===== src/verilog/wdc_consts.svh =====
// Offsets, fields, reset values and timing counts of the watchdog down-counter
`ifndef WDC_CONSTS_SVH
`define WDC_CONSTS_SVH
`define WDC_ADDR_CTRL 8'h24
`define WDC_ADDR_CFG 8'h28
`define WDC_ADDR_HALT 8'h2C
`define WDC_ADDR_STAT 8'h30
`define WDC_ACT_RESET 1'b0
`define WDC_CNT_RESET 7'h7F
`define WDC_CFG_RESET 6'h00
`define WDC_ACT_BIT 7
`define WDC_TOP_BIT 6
`define WDC_CFG_HW 0
`define WDC_CFG_HALTRST 1
`define WDC_CFG_OIE 2
`define WDC_CFG_WLONG 3
`define WDC_CFG_TB 5:4
`define WDC_CFG_MSB 5
`define WDC_STAT_ACT 0
`define WDC_STAT_HALT 1
`define WDC_STAT_WAKE 2
`define WDC_STAT_BUSY 3
`define WDC_ROLL_CNT 7'h40
`define WDC_PRESC_LEN 16384
`define WDC_MIN0_ADD 128
`define WDC_MIN0_MUL 64
`define WDC_LSB_TB0 59
`define WDC_LSB_TB1 53
`define WDC_LSB_TB2 35
`define WDC_LSB_TB3 54
`define WDC_CLK_MHZ 25
`define WDC_RST_NS 500
`define WDC_RST_CYC ((`WDC_RST_NS * `WDC_CLK_MHZ + 999) / 1000)
`define WDC_WAKE_SHORT 256
`define WDC_WAKE_LONG 4096
`define WDC_RESP_OKAY 2'b00
`define WDC_RESP_SLVERR 2'b10
`endif


===== src/verilog/wdc_pkg.sv =====
// Types of the watchdog down-counter
package wdc_pkg;
	typedef enum logic [2:0] {
		HM_RUN = 3'b001,
		HM_HALT = 3'b010,
		HM_WAKE = 3'b100
	} wdc_halt_t;
	typedef struct packed {
		logic [13:0] cnt;
		logic tc;
	} wdc_presc_t;
	typedef struct packed {
		logic [4:0] cnt;
		logic rst_n;
	} wdc_pulse_t;
	typedef struct packed {
		logic act;
		logic [6:0] cnt;
		wdc_halt_t hm;
		logic one_more;
		logic [11:0] wake_cnt;
		logic [13:0] guard;
		logic defer;
		logic [5:0] cfg;
		logic [2:0] wk;
		logic wk_lvl;
		logic fire;
		logic aw_got;
		logic w_got;
		logic [7:0] awaddr;
		logic [7:0] wbyte;
		logic wstb;
		logic awready;
		logic wready;
		logic bvalid;
		logic [1:0] bresp;
		logic arready;
		logic rvalid;
		logic [31:0] rdata;
		logic [1:0] rresp;
	} wdc_state_t;
endpackage : wdc_pkg


===== src/verilog/wdc_prescaler.sv =====
// Free-running prescaler that paces the watchdog count
`timescale 1ns/10ps
`include "wdc_consts.svh"
module wdc_prescaler #(
	parameter int LEN = `WDC_PRESC_LEN
) (
	input wire logic aclk,
	input wire logic aresetn,
	output logic tc
);
	import wdc_pkg::*;
	wdc_presc_t s;
	wdc_presc_t next_s;
	logic [14:0] gap;

	if (LEN < `WDC_MIN0_MUL || LEN > `WDC_PRESC_LEN || (LEN & (LEN - 1)) != 0) begin : g_len_check
		$error("LEN must be a power of two from 64 to 16384");
	end

	// Never cleared by software, so the first step after a refresh varies
	always_comb begin
		next_s = s;
		next_s.tc = 1'b0;
		if (s.cnt == 14'(LEN - 1)) begin
			next_s.cnt = 14'h0000;
			next_s.tc = 1'b1;
		end else begin
			next_s.cnt = s.cnt + 14'h0001;
		end
	end

	always_ff @(posedge aclk) begin
		if (!aresetn) begin
			s <= '0;
		end else begin
			s <= next_s;
		end
	end

	assign tc = s.tc;

	// Cycles since the last terminal count
	always_ff @(posedge aclk) begin
		if (!aresetn) begin
			gap <= 15'h0000;
		end else if (s.tc) begin
			gap <= 15'h0001;
		end else begin
			gap <= gap + 15'h0001;
		end
	end
endmodule : wdc_prescaler


===== src/verilog/wdc_reset_pulse.sv =====
// Stretches a reset request into a fixed low pulse
`timescale 1ns/10ps
`include "wdc_consts.svh"
module wdc_reset_pulse #(
	parameter int CYC = `WDC_RST_CYC
) (
	input wire logic aclk,
	input wire logic aresetn,
	input wire logic fire,
	output logic rst_n
);
	import wdc_pkg::*;
	wdc_pulse_t s;
	wdc_pulse_t next_s;

	if (CYC < 2 || CYC > 31) begin : g_cyc_check
		$error("CYC must lie from 2 to 31");
	end

	// Requests during a pulse are dropped; the pulse already resets
	always_comb begin
		next_s = s;
		if (s.cnt == 5'h00) begin
			if (fire) begin
				next_s.cnt = 5'(CYC);
				next_s.rst_n = 1'b0;
			end
		end else if (s.cnt == 5'h01) begin
			next_s.cnt = 5'h00;
			next_s.rst_n = 1'b1;
		end else begin
			next_s.cnt = s.cnt - 5'h01;
		end
	end

	always_ff @(posedge aclk) begin
		if (!aresetn) begin
			s.cnt <= 5'h00;
			s.rst_n <= 1'b1;
		end else begin
			s <= next_s;
		end
	end

	assign rst_n = s.rst_n;
endmodule : wdc_reset_pulse


===== src/verilog/wdc_top.sv =====
// Watchdog down-counter with AXI4-Lite register access
`timescale 1ns/10ps
`include "wdc_consts.svh"

// Function
// - Count steps down once per 16384 oscillator cycles through a prescaler.
// - Active watchdog rolling 40h to 3Fh outside halt fires a reset pulse of about 500ns.
// - Counter runs whether active or not; a rollover while inactive gives no reset.
// - Six low count bits give the timeout in 64 prescaler-period steps.
// - Watchdog starts inactive after any reset.
// - Activation is sticky; writing zero does nothing, only reset clears.
// - Write with activation set and top count bit clear resets at once.
// - Halt while active resets when the halt option asks for it, unless active halt is set.
// - Control writes leave the prescaler running, so timeout varies.
// - First step after a control write waits the timebase-dependent minimum interval.
// - A hardware watchdog option replaces software activation.
// - Hardware option keeps the watchdog active and ignores activation bit.
// - Wake from halt resumes counting after 256 or 4096 clocks, or at once with active halt set.
// - Control byte resets to 7Fh, inactive with all count bits set.
module wdc_top #(
	parameter int PRESC_LEN = `WDC_PRESC_LEN,
	parameter int RST_CYC = `WDC_RST_CYC
) (
	input wire logic aclk,
	input wire logic aresetn,
	input wire logic [7:0] awaddr,
	input wire logic awvalid,
	output logic awready,
	input wire logic [31:0] wdata,
	input wire logic [3:0] wstrb,
	input wire logic wvalid,
	output logic wready,
	output logic [1:0] bresp,
	output logic bvalid,
	input wire logic bready,
	input wire logic [7:0] araddr,
	input wire logic arvalid,
	output logic arready,
	output logic [31:0] rdata,
	output logic [1:0] rresp,
	output logic rvalid,
	input wire logic rready,
	input wire logic ext_wake,
	output logic wdg_reset_n
);
	import wdc_pkg::*;

	wdc_state_t s;
	wdc_state_t next_s;
	logic presc_tc;
	logic eff_act;
	logic guard_ok;
	logic tick;
	logic run;
	logic wake_go;
	logic do_wr;
	logic ctrl_wr;
	logic halt_wr;
	logic wr_act;
	logic sw_kill;
	logic rd_go;
	logic [13:0] min0;

	////////////////////////////////////////
	// Decoding

	function automatic logic wdc_mapped(input logic [7:0] a);
		return a == `WDC_ADDR_CTRL || a == `WDC_ADDR_CFG || a == `WDC_ADDR_HALT || a == `WDC_ADDR_STAT;
	endfunction : wdc_mapped

	// Least wait after a refresh, scaled with a shortened prescaler
	function automatic logic [13:0] wdc_min0(input logic [1:0] tb);
		int lsb;
		case (tb)
			2'h0: lsb = `WDC_LSB_TB0;
			2'h1: lsb = `WDC_LSB_TB1;
			2'h2: lsb = `WDC_LSB_TB2;
			default: lsb = `WDC_LSB_TB3;
		endcase
		return 14'(((lsb + `WDC_MIN0_ADD) * `WDC_MIN0_MUL * PRESC_LEN) / `WDC_PRESC_LEN);
	endfunction : wdc_min0

	////////////////////////////////////////
	// Submodules

	wdc_prescaler #(
		.LEN(PRESC_LEN)
	) i_wdc_prescaler (
		.aclk(aclk),
		.aresetn(aresetn),
		.tc(presc_tc)
	);

	wdc_reset_pulse #(
		.CYC(RST_CYC)
	) i_wdc_reset_pulse (
		.aclk(aclk),
		.aresetn(aresetn),
		.fire(s.fire),
		.rst_n(wdg_reset_n)
	);

	////////////////////////////////////////
	// Next state

	always_comb begin
		next_s = s;
		next_s.fire = 1'b0;
		// Wake pin: three stages, a change counts once the last two agree
		next_s.wk = {s.wk[1:0], ext_wake};
		if (s.wk[2] == s.wk[1]) begin
			next_s.wk_lvl = s.wk[2];
		end
		wake_go = next_s.wk_lvl & ~s.wk_lvl;
		eff_act = s.act | s.cfg[`WDC_CFG_HW];
		min0 = wdc_min0(s.cfg[`WDC_CFG_TB]);
		guard_ok = s.guard >= min0;
		if (!guard_ok) begin
			next_s.guard = s.guard + 14'h0001;
		end
		// A prescaler step inside the least wait is held back, not lost
		tick = guard_ok & (presc_tc | s.defer);
		next_s.defer = ~guard_ok & (s.defer | presc_tc);
		run = (s.hm == HM_RUN) | ((s.hm == HM_HALT) & s.one_more);
		if (tick & run) begin
			next_s.cnt = s.cnt - 7'h01;
			next_s.one_more = 1'b0;
			if (s.cnt == `WDC_ROLL_CNT && eff_act && s.hm == HM_RUN) begin
				next_s.fire = 1'b1;
			end
		end

		// Write channels, taken in either order
		if (s.bvalid & bready) begin
			next_s.bvalid = 1'b0;
		end
		if (s.awready & awvalid) begin
			next_s.aw_got = 1'b1;
			next_s.awaddr = awaddr;
		end
		if (s.wready & wvalid) begin
			next_s.w_got = 1'b1;
			next_s.wbyte = wdata[7:0];
			next_s.wstb = wstrb[0];
		end
		do_wr = next_s.aw_got & next_s.w_got & ~s.bvalid;
		ctrl_wr = do_wr & next_s.wstb & (next_s.awaddr == `WDC_ADDR_CTRL);
		halt_wr = do_wr & next_s.wstb & (next_s.awaddr == `WDC_ADDR_HALT) & (s.hm == HM_RUN);
		wr_act = s.act | next_s.wbyte[`WDC_ACT_BIT];
		sw_kill = ctrl_wr & (wr_act | s.cfg[`WDC_CFG_HW]) & ~next_s.wbyte[`WDC_TOP_BIT];
		if (do_wr) begin
			next_s.aw_got = 1'b0;
			next_s.w_got = 1'b0;
			next_s.bvalid = 1'b1;
			next_s.bresp = wdc_mapped(next_s.awaddr) ? `WDC_RESP_OKAY : `WDC_RESP_SLVERR;
		end
		// A refresh overrides the count of a step in the same cycle, but not its rollover reset
		if (ctrl_wr) begin
			next_s.act = wr_act;
			next_s.cnt = next_s.wbyte[6:0];
			next_s.guard = 14'h0000;
			next_s.defer = 1'b0;
		end
		if (sw_kill) begin
			next_s.fire = 1'b1;
		end
		if (do_wr && next_s.wstb && next_s.awaddr == `WDC_ADDR_CFG) begin
			next_s.cfg = next_s.wbyte[`WDC_CFG_MSB:0];
		end

		// Halt and wake sequencing
		unique case (s.hm)
			HM_RUN: begin
				if (halt_wr) begin
					if (eff_act & s.cfg[`WDC_CFG_HALTRST] & ~s.cfg[`WDC_CFG_OIE]) begin
						next_s.fire = 1'b1;
					end else begin
						next_s.hm = HM_HALT;
						next_s.one_more = ~s.cfg[`WDC_CFG_OIE];
					end
				end
			end
			HM_HALT: begin
				if (wake_go) begin
					if (s.cfg[`WDC_CFG_OIE]) begin
						next_s.hm = HM_RUN;
					end else begin
						next_s.hm = HM_WAKE;
						next_s.wake_cnt = s.cfg[`WDC_CFG_WLONG] ? 12'(`WDC_WAKE_LONG - 1) : 12'(`WDC_WAKE_SHORT - 1);
					end
				end
			end
			HM_WAKE: begin
				if (s.wake_cnt == 12'h000) begin
					next_s.hm = HM_RUN;
				end else begin
					next_s.wake_cnt = s.wake_cnt - 12'h001;
				end
			end
			default: begin
				next_s.hm = HM_RUN;
			end
		endcase

		// Read channel
		rd_go = s.arready & arvalid;
		if (s.rvalid & rready) begin
			next_s.rvalid = 1'b0;
		end
		if (rd_go) begin
			next_s.rvalid = 1'b1;
			next_s.rresp = wdc_mapped(araddr) ? `WDC_RESP_OKAY : `WDC_RESP_SLVERR;
			case (araddr)
				`WDC_ADDR_CTRL: next_s.rdata = 32'({s.act, s.cnt});
				`WDC_ADDR_CFG: next_s.rdata = 32'(s.cfg);
				`WDC_ADDR_STAT: begin
					next_s.rdata = 32'h00000000;
					next_s.rdata[`WDC_STAT_ACT] = eff_act;
					next_s.rdata[`WDC_STAT_HALT] = s.hm == HM_HALT;
					next_s.rdata[`WDC_STAT_WAKE] = s.hm == HM_WAKE;
					next_s.rdata[`WDC_STAT_BUSY] = ~wdg_reset_n;
				end
				default: next_s.rdata = 32'h00000000;
			endcase
		end
		next_s.awready = ~next_s.aw_got & ~next_s.bvalid;
		next_s.wready = ~next_s.w_got & ~next_s.bvalid;
		next_s.arready = ~next_s.rvalid;
	end

	////////////////////////////////////////
	// State register

	always_ff @(posedge aclk) begin
		if (!aresetn) begin
			s <= '0;
			s.act <= `WDC_ACT_RESET;
			s.cnt <= `WDC_CNT_RESET;
			s.hm <= HM_RUN;
			s.cfg <= `WDC_CFG_RESET;
			s.awready <= 1'b1;
			s.wready <= 1'b1;
			s.arready <= 1'b1;
		end else begin
			s <= next_s;
		end
	end

	assign awready = s.awready;
	assign wready = s.wready;
	assign bvalid = s.bvalid;
	assign bresp = s.bresp;
	assign arready = s.arready;
	assign rvalid = s.rvalid;
	assign rdata = s.rdata;
	assign rresp = s.rresp;
endmodule : wdc_top

===== config.mk =====
export PLATFORM = sky130hd
export DESIGN_NAME = wdc_top
export DESIGN_NICKNAME = d
export VERILOG_FILES = /design/src/verilog/wdc_pkg.sv /design/src/verilog/wdc_prescaler.sv /design/src/verilog/wdc_reset_pulse.sv /design/src/verilog/wdc_top.sv
export VERILOG_INCLUDE_DIRS = /design/src /design/src/verilog
export SDC_FILE = /design/constraint.sdc
export NUM_CORES = 1
export LEC_CHECK = 0
export ABC_AREA = 0
export BUFFER_PORTS_ARGS = -buffer_cell sky130_fd_sc_hd__buf_2
export CORE_ASPECT_RATIO = 0.6
export CORE_MARGIN = 8
export CORE_UTILIZATION = 40
export DETAILED_ROUTE_END_ITERATION = 8
export PLACE_DENSITY_LB_ADDON = 0.1
export SYNTH_ARGS = -nofsm -noshare
export SYNTH_HDL_FRONTEND = slang
export SYNTH_SLANG_ARGS = --single-unit
export TNS_END_PERCENT = 100

===== constraint.sdc =====
create_clock -name aclk -period 3.82 [get_ports aclk]
set_input_delay 0.382 -clock aclk [delete_from_list [all_inputs] [get_ports aclk]]
set_output_delay 0.382 -clock aclk [all_outputs]
set_load 0.03 [all_outputs]

**After elaboration in Yosys (flattened, before gate mapping)**

Index checks and enable logic that the tools add are counted.

- Word-level logic and storage cells: 158
- Input bits: 60
- Register bits after elaboration: 131
- Output and inout bits: 42

- Equal/unequal tests: 24
- Bitwise operators: 38
- Magnitude comparators: 1
- Reduce and logical (&&, ||, !) cells: 21
- Add/sub/neg operators: 6
- Muxes and demuxes: 40

Operators by type and width:

| operator | count |
|---|---|
| $eq 8x6->1 const B | 8 |
| $mux 12 | 4 |
| $mux 35 | 1 |
| $add 14x1->14 const B | 2 |
| $pmux 12 s2 | 1 |
| $pmux 8 s3 | 1 |
| $and 1x1->1 | 22 |
| $mux 1 | 15 |
| $pmux 5 s3 | 1 |
| $eq 14x14->1 const B | 1 |
| $ge 14x14->1 | 1 |
| $mux 7 | 2 |
| $ne 2x2->1 const B | 7 |
| $logic_not 12->1 | 1 |
| $mux 3 | 4 |
| $mux 6 | 2 |
| $sub 12x1->12 const B | 1 |
| $not 1->1 | 11 |
| $mux 9 | 1 |
| $pmux 3 s3 | 1 |
| $add 8x8->8 const B | 1 |
| $mux 4 | 2 |
| $mux 8 | 1 |
| $reduce_and 4->1 | 2 |
| other kinds (20) | 37 |

**Logic depth before layout (Yosys ltp)**

Gate-level depths: netlist of run 1.

- Depth in word-level cells: 12
- Depth in mapped cells: 10
- Mapped depth without buffers: 9

**Hierarchy**

From an unflattened synthesis of run 1, not the netlist that was laid out.

- Cell total of the unflattened synthesis: 628
- Area, all modules: 5411.4 um^2

Modules (own cells, without submodules):

| module | area each (um^2) | times used | cells each | seq. area each (um^2) |
|---|---|---|---|---|
| wdc_top | 4440.5 | 1 | 524 | 1681.6 |
| wdc_prescaler | 623.1 | 1 | 66 | 300.3 |
| wdc_reset_pulse | 347.8 | 1 | 38 | 120.1 |

**Least setup slack after synthesis of run 1**

OpenSTA, ideal clock, no wires.

- Kind: register to register
- From: reg s[69] (netlist name)
- To: reg s[84] (netlist name)
- Required time: 3706 ps
- Slack: 1531 ps
- Arrival time: 2175 ps
- Clock period less this slack: 2289 ps
- Buffers on the path: 1
- Library setup time: 114 ps
- Cell stages (with the launch flop): 10
- Path through: dfxtp_1 -> or2_2 -> ha_1 -> a211o_1 -> a211oi_1 -> o22a_1 -> buf_2 -> nand4_1 -> xor2_1 -> nor2_1

- Longest elaborated chain between the ends: 4
- Elaborated cells between the ends (all ways): 6
- Classes of those cells: 1 x add/sub; 1 x order compare; 2 x eq/ne; 1 x mux; 1 x reduce/logical

Ends and longest elaborated chain:

| item | line | source |
|---|---|---|
| start: declaration | wdc_top.sv:48 | `wdc_state_t s;` |
| start signal: assignment | wdc_top.sv:245 | `s <= next_s;` |
| $eq 2x2->1, or another cell as far along | wdc_top.sv:74 | `case (tb)` |
| $pmux 5 s3 * | wdc_top.sv:74 |  |
| $add 8x8->8 (no line) * | - |  |
| $ge 14x14->1 * | wdc_top.sv:117 | `guard_ok = s.guard >= min0;` |

Mark *: on every way between the ends. The rest lies on a longest branch, timed or not.
A chain may end at the register's enable or synchronous reset.

**Final worst setup path of run 1**

- From: reg s[69] (netlist name)
- To: reg s[106] (netlist name)

- Longest elaborated chain between the ends: 7
- Elaborated cells between the ends (all ways): 9
- Classes of those cells: 1 x add/sub; 1 x order compare; 2 x eq/ne; 1 x mux; 2 x bitwise; 2 x reduce/logical

Ends and longest elaborated chain:

| item | line | source |
|---|---|---|
| $eq 2x2->1, or another cell as far along | wdc_top.sv:74 |  |
| $pmux 5 s3 * | wdc_top.sv:74 |  |
| $add 8x8->8 (no line) * | - |  |
| $ge 14x14->1 * | wdc_top.sv:117 |  |
| $and 1x1->1 * | wdc_top.sv:122 | `tick = guard_ok & (presc_tc \| s.defer);` |
| $and 1x1->1 * | wdc_top.sv:125 | `if (tick & run) begin` |
| $reduce_bool 2->1 (no line) * | - |  |

Marks and branches as above.

==> results of run 1 <==
==> how the worst min path moves through the flow <==
stage,slack [ns],cells after the start,end
3_5_place_dp,0.43,1,next_s[64]
2_1_floorplan,0.41,1,next_s[64]
4_1_cts,0.23,2,next_s[63]
5_1_grt,0.23,2,next_s[63]
6_report,0.24,2,next_s[63]
3_3_place_gp,0.43,1,next_s[64]
==> layout by cell type, fill, tap and decap left out, types with 18 or more instances in the layout <==
cell / netlist / layout
conb_1: 1 / 26
and2_1: 19 / 19
nor2_1: 87 / 87
o21ai_0: 24 / 24
nor3_1: 26 / 26
xor2_1: 18 / 18
inv_1: 20 / 20
buf_2: 4 / 48
a21oi_1: 39 / 39
nand3_1: 20 / 20
dfxtp_1: 105 / 105
nand2_1: 57 / 57
==> sequential cells by signal (all words and copies together) (netlist names) <==
signal                   count
next_s                       2
rdata                        8
rresp                        1
bvalid                       1
i_wdc_prescaler.tc           1
i_wdc_reset_pulse.rst_n      1
wready                       1
awready                      1
bresp                        1
i_wdc_prescaler.s           14
rvalid                       1
arready                      1
i_wdc_reset_pulse.s          5
s                           67
==> logic make-up after synthesis <==
kind of cell | Yosys count | synth area share, %
other | 1 | 0.07116
AND/OR/NAND/NOR | 279 | 27.30
XOR/XNOR | 30 | 4.986
multiplexers | 12 | 2.279
adder cells (fa/ha/maj) | 12 | 2.849
buffers and inverters | 79 | 8.642
flip-flops | 105 | 39.89
AO/OA/AOI/OAI | 111 | 13.98
==> power breakdown <==
part           leakage, nW  internal (W)  total, W  switching [W]
Combinational         1.31      0.000126  0.000392       0.000265
Clock                0.128      0.000464  0.000879       0.000415
Sequential           0.854       0.00115   0.00119      0.0000363
==> stage by stage <==
step | area (sq um) | instances
finish | 5738 | 832
global route | 5738 | 832
CTS | 5738 | 832
detailed placement | 5455 | 816
global placement | 5455 | 816
floorplan | 5364 | 654
==> area by class of cell <==
class	count	area, sq um	area share, %
Multi-Input combinational cell	470	2806	48.91
Timing Repair Buffer	50	255.2	4.448
Clock buffer	11	242.7	4.230
Clock inverter	5	40.04	0.6978
Inverter	21	78.83	1.374
Tap cell	170	212.7	3.707
Sequential cell	105	2102	36.63
==> routing by layer <==
layer | share of wire (%) | vias to the layer above | GRT usage (%)
met5 | 0 | - | 0
met4 | 1.1 | 0 | 3.876
met3 | 6.3 | 12 | 3.723
met2 | 40 | 97 | 19.98
met1 | 53 | 2007 | 20.95
li1 | - | 2161 | -
==> Yosys cell counts (4+ instances only) <==
cell / count / area (sq um)
a21oi_1: 39 / 195.2
nand2_1: 57 / 214.0
nand2b_1: 7 / 43.79
xnor2_1: 12 / 105.1
nor4_1: 5 / 31.28
o21a_1: 4 / 30.03
ha_1: 12 / 150.1
a211oi_1: 5 / 37.54
nor2b_1: 7 / 43.79
buf_2: 4 / 20.02
a22oi_1: 6 / 45.04
nand4_1: 12 / 75.07
xor2_1: 18 / 157.7
nor3_1: 26 / 130.1
dfxtp_1: 105 / 2102
o21ai_0: 24 / 120.1
buf_4: 39 / 292.8
o21ai_1: 4 / 20.02
and3_1: 4 / 25.02
mux2i_1: 12 / 120.1
inv_1: 20 / 75.07
nand3_1: 20 / 100.1
nor2_1: 87 / 326.6
clkbuf_1: 14 / 52.55
and2_1: 19 / 118.9
==> worst reg2reg max path, cell delays in order, from the launching register on <==
cell and delay [ns]:
dfxtp_1 0.37, or2_2 0.31, ha_1 0.30, a211o_1 0.29, a211oi_1 0.29, o22a_1 0.59
nor3_1 0.11, nor3b_1 0.21, o21ai_1 0.10
==> metrics.md, run 1 <==
| Metric | Value |
|---|---|
| Status | `completed` |
| ANT nets after route | `0` |
| Post-Syn Area | `5270 sq um` |
| Data required, critical path | `4.02 ns` |
| Total CTS buffers | `9` |
| Util after Layout | `44.65%` |
| Worst setup SP type | `flip-flop` |
| Crit-path max FO | `17` |
| Hold Slack | `0.2421 ns` |
| Largest net degree at the start of global routing | `38` |
| Routed WL | `12,340 microns` |
| WS Path Type | `flip-flop to flip-flop` |
| Most used DFF post-synth | `dfxtp_1` |
| # diodes | `0` |
| Total Power | `0.002461 W` |
| Worst Setup SP | `s[69]` |
| Leakage | `2.294 nW` |
| Slew Viols, Final | `0` |
| Worst IR drop on VDD | `0.0001872 V` |
| RR Endpoint | `s[106]` |
| CP max stage cell | `o22a_1` |
| CP bufs+invs | `0` |
| Via density | `5.141` |
| Post-CTS sizing | `0` |
| # rows | `32` |
| GRT overflow | `0` |
| Sequential share of the synthesized area | `39.89%` |
| Clk buf depth | `2` |
| DR iter-0 viols | `237` |
| CTS tree | `done` |
| Asr flop ratio synth | `0%` |
| Clock Sinks | `105` |
| Actual slew at the worst max-slew pin | `0.7245 ns` |
| Worst path max stage delay | `0.58 ns` |
| Worst R2R Path Depth | `8` |
| Final layout net count | `729` |
| Pre-CTS WS | `1.131 ns` |
| Post-route setup TNS | `0 ns` |
| # IOs | `102` |
| DRC viols | `0` |
| Worst min-delay path startpoint | `ext_wake` |
| # fillers | `1,288` |
| First drt pass iteration count | `5` |
| Average size of a mapped cell | `8.378 sq um` |
| Max Clock Skew | `0.009243 ns` |
| Vias post-DR | `4,277` |
| CTS Hold Buffers Added | `0` |
| Reg2reg start | `s[69]` |
| Headroom to the max-slew limit | `51.70%` |
| Clk_lat worst skew | `0.35 ns` |
| Core Area | `12,850 sq um` |
| Chip Width | `164.2 microns` |
| RSZ-0062 raised after global routing | `false` |
| Routed WL per cell | `14.83 microns` |
| Setup crit end kind | `flip-flop` |
| Min cycle time layout | `2.717 ns` |
| Crit path cell chain | `or2_2 -> ha_1 -> a211o_1 -> a211oi_1 -> o22a_1 -> nor3_1 -> nor3b_1 -> o21ai_1` |
| DP Wirelength | `9200 microns` |
| Fmax | `368.1 MHz` |
| CP delay by family, top | `compound AO/OA/AOI/OAI gates` |
| Layout cells sized above 1 | `14.35%` |
| Final period util | `71.12%` |
| Clock Tree Root | `clkbuf_16` |
| Post-synthesis register bit count | `105` |
| Die H | `104.9 microns` |
| Worst setup margin | `1.103 ns` |
| Yosys Warn Count | `0` |
| DIE AREA | `17,220 sq um` |
| Post-CTS Setup Bufs | `0` |
| GP Congestion | `0.7875` |
| Hold Crit Class | `input pin to flip-flop` |
| Final Hold Fails | `0` |
| Global-route wire length before repair | `20,110 microns` |
| Port Buffers | `48` |
| Vias in the first global route | `4,047` |
| Syn-to-layout area delta | `8.879%` |
| Maxcap violations | `0` |
| Setup violators final | `0` |
| Starting Density | `41.00%` |
| CTS clk-pin slew, worst paths | `0.07 ns` |
| GR Util All Layers | `14.27%` |
| P per Cell Area | `428.9 nW/um^2` |
| CP Data Arrival Time | `2.91 ns` |
| Reg-to-reg slack, setup | `1.10 ns` |
| CTS H-Tree Depth | `3` |
| Synth Instances | `629` |
| Total stage count of the critical path | `8` |
| Initial antenna violation count | `0` |
| Post-synth EDFFs | `0` |
| Critical Path End | `s[106]` |
| Unique masters post-synth | `68` |
(Power assumes the default switching activity.)
==> run 2, diff against run 1 <==
- ABC_AREA: 0 -> 1
- clock period: 3.82 -> 2.27 ns (I/O delays scaled with it)
==> run 2 against run 1 <==
Compared with the run above:
- utilization is 0.071 points lower
- global-route usage is 1.0 points higher
- worst setup slack worse by 0.83 ns
- design area is 11% higher
- clock-buffer cell count is 2 lower
- flip-flop and latch count stayed put
- via count is 20% higher
- worst hold slack worse by 0.15 ns
- sequential power is 70% higher
- cell count is 30% higher
- maximum frequency is 36% higher
- synthesized cell count is 33% higher
- largest power group unchanged
==> metrics.md, run 2 <==
| Metric | Value |
|---|---|
| Status | `completed` |
| Final period util | `87.86% (+17 points)` |
| Worst path most repeated cell | `nand2_1` |
| GP Congestion | `0.8411 (+6.8%)` |
| Worst IR drop on VDD | `0.0004312 V (+130%)` |
| Commonest non-fill, non-tap cell in the layout | `nand2_1` |
| Worst path max stage delay | `0.40 ns (-0.18 ns)` |
| Headroom to the max-slew limit | `61.45% (+9.7 points)` |
| Clock Tree Root | `clkbuf_16` |
| Hold Path End | `next_s[63]` |
| Largest Register | `s` |
| Clock Sinks | `105 (unchanged)` |
| Routed WL | `13,900 microns (+13%)` |
| Unique masters post-synth | `40 (-41%)` |
| Post-synth top cells | `169 x nand2_1, 113 x inv_1, 107 x nor2_1` |
| Crit path cell chain | `inv_1 -> nor2_1 -> ha_1 -> nand2_1 -> nor2_1 -> nand3_1 -> nand2_1 -> nand2_1 -> nand2_4 -> inv_1 -> buf_4 -> o21ai_0 -> a21oi_1` |
| Largest net degree at the start of global routing | `27 (-29%)` |
| Crit-path max FO | `10 (-7)` |
| Total CTS buffers | `9 (unchanged)` |
| Reg-to-reg slack, setup | `0.28 ns (-0.83 ns)` |
| DRC viols | `0 (unchanged)` |
| Setup crit end kind | `flip-flop` |
| Post-Syn Area | `5725 sq um (+8.6%)` |
| Setup violators final | `0 (unchanged)` |
| Most frequent cells in the layout | `169 x nand2_1, 113 x inv_1, 107 x nor2_1` |
| Yosys top cell by area | `dfxtp_1` |
| Top cell type's share of synthesized area | `36.71% (-3.2 points)` |
| Worst R2R Path Depth | `13 (+5)` |
| Actual slew at the worst max-slew pin | `0.5722 ns (-0.1523 ns)` |
| Max reg flops | `67 (unchanged)` |
| Top cells by area, synth | `dfxtp_1 37%, nand2_1 11%, inv_1 7.4%` |
| DR iter-0 viols | `301 (+27%)` |
| Starting Density | `40.18% (-0.83 points)` |
| # diodes | `0 (unchanged)` |
| CTS H-Tree Depth | `3 (unchanged)` |
| Most used DFF post-synth | `dfxtp_1` |
| Port Buffers | `48 (unchanged)` |
| # rows | `34 (+6.3%)` |
| Chip Width | `170.5 microns (+3.8%)` |
| ANT nets after route | `0 (unchanged)` |
| CTS tree | `done` |
| Leakage | `3.009 nW (+31%)` |
| Yosys Warn Count | `0 (unchanged)` |
| GRT overflow | `0 (unchanged)` |
| Vias in the first global route | `4,672 (+15%)` |
| WS Path Type | `flip-flop to flip-flop` |
| RSZ-0062 raised after global routing | `false` |
| Worst min-delay path startpoint | `ext_wake` |
| Data required, critical path | `2.54 ns (-1.48 ns)` |
| Final Hold Fails | `0 (unchanged)` |
| Vias post-DR | `5,124 (+20%)` |
| Total Power | `0.004565 W (+85%)` |
| P per Cell Area | `718.6 nW/um^2 (+68%)` |
| Routed WL per cell | `12.82 microns (-14%)` |
| Average size of a mapped cell | `6.840 sq um (-18%)` |
| Clk_lat worst skew | `0.34 ns (about the same)` |
| CTS clk-pin slew, worst paths | `0.08 ns (about the same)` |
| Sequential share of the synthesized area | `36.71% (-3.2 points)` |
| Most frequent cell after synthesis | `nand2_1` |
| CP bufs+invs | `3 (+3)` |
| GR Util All Layers | `15.28% (+1.0 points)` |
| Die H | `108.7 microns (+3.6%)` |
| Post-route setup TNS | `0 ns (unchanged)` |
| Reg2reg start | `s[69]` |
| Worst setup SP type | `flip-flop` |
| Post-synthesis register bit count | `105 (unchanged)` |
| CP max stage cell | `dfxtp_1` |
| Asr flop ratio synth | `0% (unchanged)` |
| Post-synth EDFFs | `0 (unchanged)` |
| # IOs | `102 (unchanged)` |
| RR Endpoint | `s[81]` |
| Final layout net count | `953 (+31%)` |
| CTS Hold Buffers Added | `0 (unchanged)` |
| Max Clock Skew | `0.01120 ns (+0.001953 ns)` |
| Via density | `4.727 (-8.0%)` |
| CP Data Arrival Time | `2.26 ns (-0.65 ns)` |
| Maxcap violations | `0 (unchanged)` |
| Hold Crit Class | `input pin to flip-flop` |
| Clk buf depth | `2 (unchanged)` |
| Syn-to-layout area delta | `10.95%` |
| FF/Latch Area | `2102 sq um (unchanged)` |
| Global-route wire length before repair | `23,090 microns (+15%)` |
| Area occupied by multi-input gates | `2860 sq um (+1.9%)` |
| Fmax | `501.4 MHz (+36%)` |
| Min cycle time layout | `1.994 ns (-0.7221 ns)` |
| Initial antenna violation count | `0 (unchanged)` |
| DIE AREA | `18,520 sq um (+7.5%)` |
| Layout cells sized above 1 | `13.32% (-1.0 points)` |
| # fillers | `1,467 (+14%)` |
| DP Wirelength | `10,710 microns (+16%)` |
| First drt pass iteration count | `5 (unchanged)` |
| Synth Instances | `837 (+33%)` |
| Core Area | `14,250 sq um (+11%)` |
| Hold Path Depth | `3 (+1)` |
| Slew Viols, Final | `0 (unchanged)` |
| CP delay by family, top | `simple AND/OR/NAND/NOR gates` |
## run 2: metrics by stage
step	worst slack, ns	instances	instance area (sq um)	hold slack (ns)	utilization [%]
after floorplan	0.5614	862	5819	0.3246	-
after global placement	0.2603	1068	6036	0.3961	42.35
after detailed placement	0.2557	1068	6036	0.4029	42.35
after CTS	0.2283	1084	6347	0.06880	44.54
after global routing	0.02834	1084	6352	0.08298	44.57
final	0.2755	1084	6352	0.08795	44.57
## run 2: layout make-up
class,instances,share of cell area (%)
inverter,121,7.170
tap,198,3.900
multi-input combinational,578,45.03
clock buffer,9,3.545
sequential,105,33.09
clock inverter,7,1.359
timing repair buffer,66,5.909
## run 2: report_power, final
part	internal [W]	switching, W
sequential	0.00196	0.0000575
combinational	0.000287	0.000633
clock	0.000878	0.000748
total	0.00313	0.00144
## run 2: worst min-delay path: cells and delay by family
family	cells	cell delay, ns
buffers and inverters	2	0.13
and+or+nand+nor	1	0.05
## run 2: worst max-delay path by stage
stage                 end  cells after the start  slack, ns  startpoint
finish              s[81]                     13       0.28       s[69]
CTS                 s[75]                     14       0.23       s[69]
detailed placement  s[84]                     13       0.26       s[69]
global placement    s[84]                     13       0.26       s[69]
global route        s[81]                     13       0.03       s[69]
floorplan           s[83]                     13       0.56       s[69]
## run 2: metal layers
layer | vias up | GRT usage, % | part of all wire, %
met5 | - | 0 | 0
met4 | 0 | 3.489 | 1.1
met3 | 15 | 3.688 | 6.5
met2 | 165 | 22.05 | 38
met1 | 2264 | 22.49 | 54
li1 | 2680 | - | -
## run 2: kinds of logic (layout without fill, tap and decap cells)
group | after synthesis | in the layout | synth area share [%]
flops | 105 | 105 | 36.71
fa+ha+maj | 12 | 12 | 2.622
buf+inv | 179 | 203 | 15.06
xor+xnor | 23 | 23 | 3.518
compound gates | 104 | 104 | 9.572
other cells | 1 | 26 | 0.06550
simple gates | 413 | 413 | 32.45
## run 2: timing repair
action / CTS / global route
setup buffers: 0 / 0
endpoints found under the setup margin: 0 / 4
gates resized for setup: 0 / 1
hold endpoints to repair: 0 / 0
==> run 3, diff against run 2 <==
- ABC_AREA: 1 -> unset
- clock period: 2.27 -> 2.5 ns (I/O delays scaled with it)
==> run 3 against run 2 <==
Compared with the run above:
- clock-buffer cell count grew 4
- die area shrank 7.0%
- combinational power shrank 33%
- clock power shrank 15%
- critical endpoint is now s[105]
- largest cell class unchanged
- largest power group unchanged
==> metrics.md, run 3 (synthesized netlist as in run 1, its figures left out) <==
| Metric | Value |
|---|---|
| Hold Crit Class | `input pin to flip-flop` |
| # diodes | `0 (unchanged)` |
| CTS clk-pin slew, worst paths | `0.07 ns (about the same)` |
| Min cycle time layout | `2.336 ns (+0.3413 ns)` |
| Worst IR drop on VDD | `0.0002919 V (-32%)` |
| Final layout net count | `739 (-22%)` |
| Fmax | `428.1 MHz (-15%)` |
| Core Area | `12,850 sq um (-9.8%)` |
| Starting Density | `41.00% (+0.83 points)` |
| Clk_lat worst skew | `0.35 ns (about the same)` |
| Syn-to-layout area delta | `10.64%` |
| Total Power | `0.003815 W (-16%)` |
| Maxcap violations | `0 (unchanged)` |
| CTS Hold Buffers Added | `0 (unchanged)` |
| # rows | `32 (-5.9%)` |
| Fin area | `5831 sq um (-8.2%)` |
| Max Clock Skew | `0.007522 ns (-0.003674 ns)` |
| Largest net degree at the start of global routing | `37 (+37%)` |
| Clock Tree Root | `clkbuf_16` |
| Placed Area | `5530 sq um (-8.4%)` |
| GP Congestion | `0.7922 (-5.8%)` |
| Post-route setup TNS | `0 ns (unchanged)` |
| Worst path max stage delay | `0.31 ns (-0.09 ns)` |
| CP max stage cell | `dfxtp_1` |
| DP Wirelength | `9432 microns (-12%)` |
| Worst min-delay path startpoint | `ext_wake` |
| Vias post-DR | `4,280 (-16%)` |
| CTS tree | `done` |
| DR iter-0 viols | `219 (-27%)` |
| GR Util All Layers | `14.48% (-0.80 points)` |
| Status | `completed` |
| Total CTS buffers | `9 (unchanged)` |
| Setup violators final | `0 (unchanged)` |
| Leakage | `2.354 nW (-22%)` |
| Setup crit end kind | `flip-flop` |
| Most frequent cells in the layout | `105 x dfxtp_1, 87 x nor2_1, 57 x nand2_1` |
| Post-CTS sizing | `0 (unchanged)` |
| WS Path Type | `flip-flop to flip-flop` |
| Die H | `104.9 microns (-3.5%)` |
| Chip Width | `164.2 microns (-3.7%)` |
| Reg2reg start | `s[69]` |
| Port Buffers | `48 (unchanged)` |
| RR Endpoint | `s[105]` |
| Global-route wire length before repair | `20,590 microns (-11%)` |
| Hold Path End | `next_s[63]` |
| Clk buf depth | `2 (unchanged)` |
| Commonest non-fill, non-tap cell in the layout | `dfxtp_1` |
| Reg-to-reg slack, setup | `0.16 ns (-0.11 ns)` |
| Routed WL | `12,470 microns (-10%)` |
| CTS H-Tree Depth | `3 (unchanged)` |
| Worst R2R Path Depth | `9 (-4)` |
| Post-CTS Setup Bufs | `0 (unchanged)` |
| Initial antenna violation count | `0 (unchanged)` |
| Crit path cell chain | `or2_2 -> ha_1 -> a211o_1 -> a211oi_2 -> o22ai_1 -> buf_4 -> a31o_2 -> a21oi_1 -> o21ai_1` |
| Final Hold Fails | `0 (unchanged)` |
| Vias in the first global route | `4,179 (-11%)` |
| Crit-path max FO | `8 (-2)` |
| # IOs | `102 (unchanged)` |
| GRT overflow | `0 (unchanged)` |
| Headroom to the max-slew limit | `56.32% (-5.1 points)` |
| Largest Register | `s` |
| RSZ-0062 raised after global routing | `false` |
| Routed WL per cell | `14.81 microns (+16%)` |
| CP Data Arrival Time | `2.55 ns (+0.29 ns)` |
| First drt pass iteration count | `4 (-1)` |
| P per Cell Area | `654.4 nW/um^2 (-8.9%)` |
| Actual slew at the worst max-slew pin | `0.6540 ns (+0.08175 ns)` |
| ANT nets after route | `0 (unchanged)` |
| Layout cells sized above 1 | `15.92% (+2.6 points)` |
| Data required, critical path | `2.72 ns (+0.18 ns)` |
| Max reg flops | `67 (unchanged)` |
| Slew Viols, Final | `0 (unchanged)` |
| DRC viols | `0 (unchanged)` |
| Worst setup SP type | `flip-flop` |
| Final period util | `93.43% (+5.6 points)` |
| DIE AREA | `17,220 sq um (-7.0%)` |
| Clock Sinks | `105 (unchanged)` |
| Hold Path Depth | `2 (-1)` |
| Via density | `5.083 (+7.5%)` |
-- run 3: final cells by class --
type / instances / area, sq um
timing repair buffer: 60 / 330.3
sequential: 105 / 2102
multi-input combinational: 470 / 2813
clock buffer: 13 / 270.3
fill: 1277 / 7022
tap: 170 / 212.7
inverter: 21 / 78.83
clock inverter: 3 / 23.77
-- run 3: how the worst max path moves through the flow --
| stage | to | start |
|---|---|---|
| floorplan | s[84] | s[69] |
| detailed placement | s[105] | s[69] |
| global route | s[107] | s[69] |
| global placement | s[105] | s[69] |
| CTS | s[105] | s[69] |
| finish | s[105] | s[69] |
-- run 3: report_power, final --
part / switching (W) / total (W) / internal (W)
registers: 0.0000554 / 0.00182 / 0.00176
logic: 0.000410 / 0.000617 / 0.000207
clock network: 0.000619 / 0.00138 / 0.000760
total: 0.00108 / 0.00382 / 0.00273
-- run 3: critical path: cells and delay by family, from the launching register on --
kind,cells,cell delay (ns)
compound gates,6,1.10
flops,1,0.31
simple gates,1,0.30
fa+ha+maj,1,0.30
buf+inv,1,0.19
-- run 3: metrics by stage --
step | hold WS (ns) | utilization (%) | setup slack (ns) | cells
final | 0.1114 | 45.37 | 0.1642 | 842
after global routing | 0.09841 | 45.37 | 0.01215 | 842
after CTS | 0.09910 | 45.32 | 0.04952 | 842
after detailed placement | 0.4312 | 43.03 | 0.07047 | 826
after global placement | 0.4269 | 43.03 | 0.1447 | 826
after floorplan | 0.3773 | - | 0.2111 | 654
-- run 3: routing by layer --
metal	GRT usage [%]	wire, microns	up-vias
met5	0	0	-
met4	3.295	115	0
met3	3.801	824	12
met2	20.92	4898	102
met1	20.96	6633	1978
li1	-	-	2188
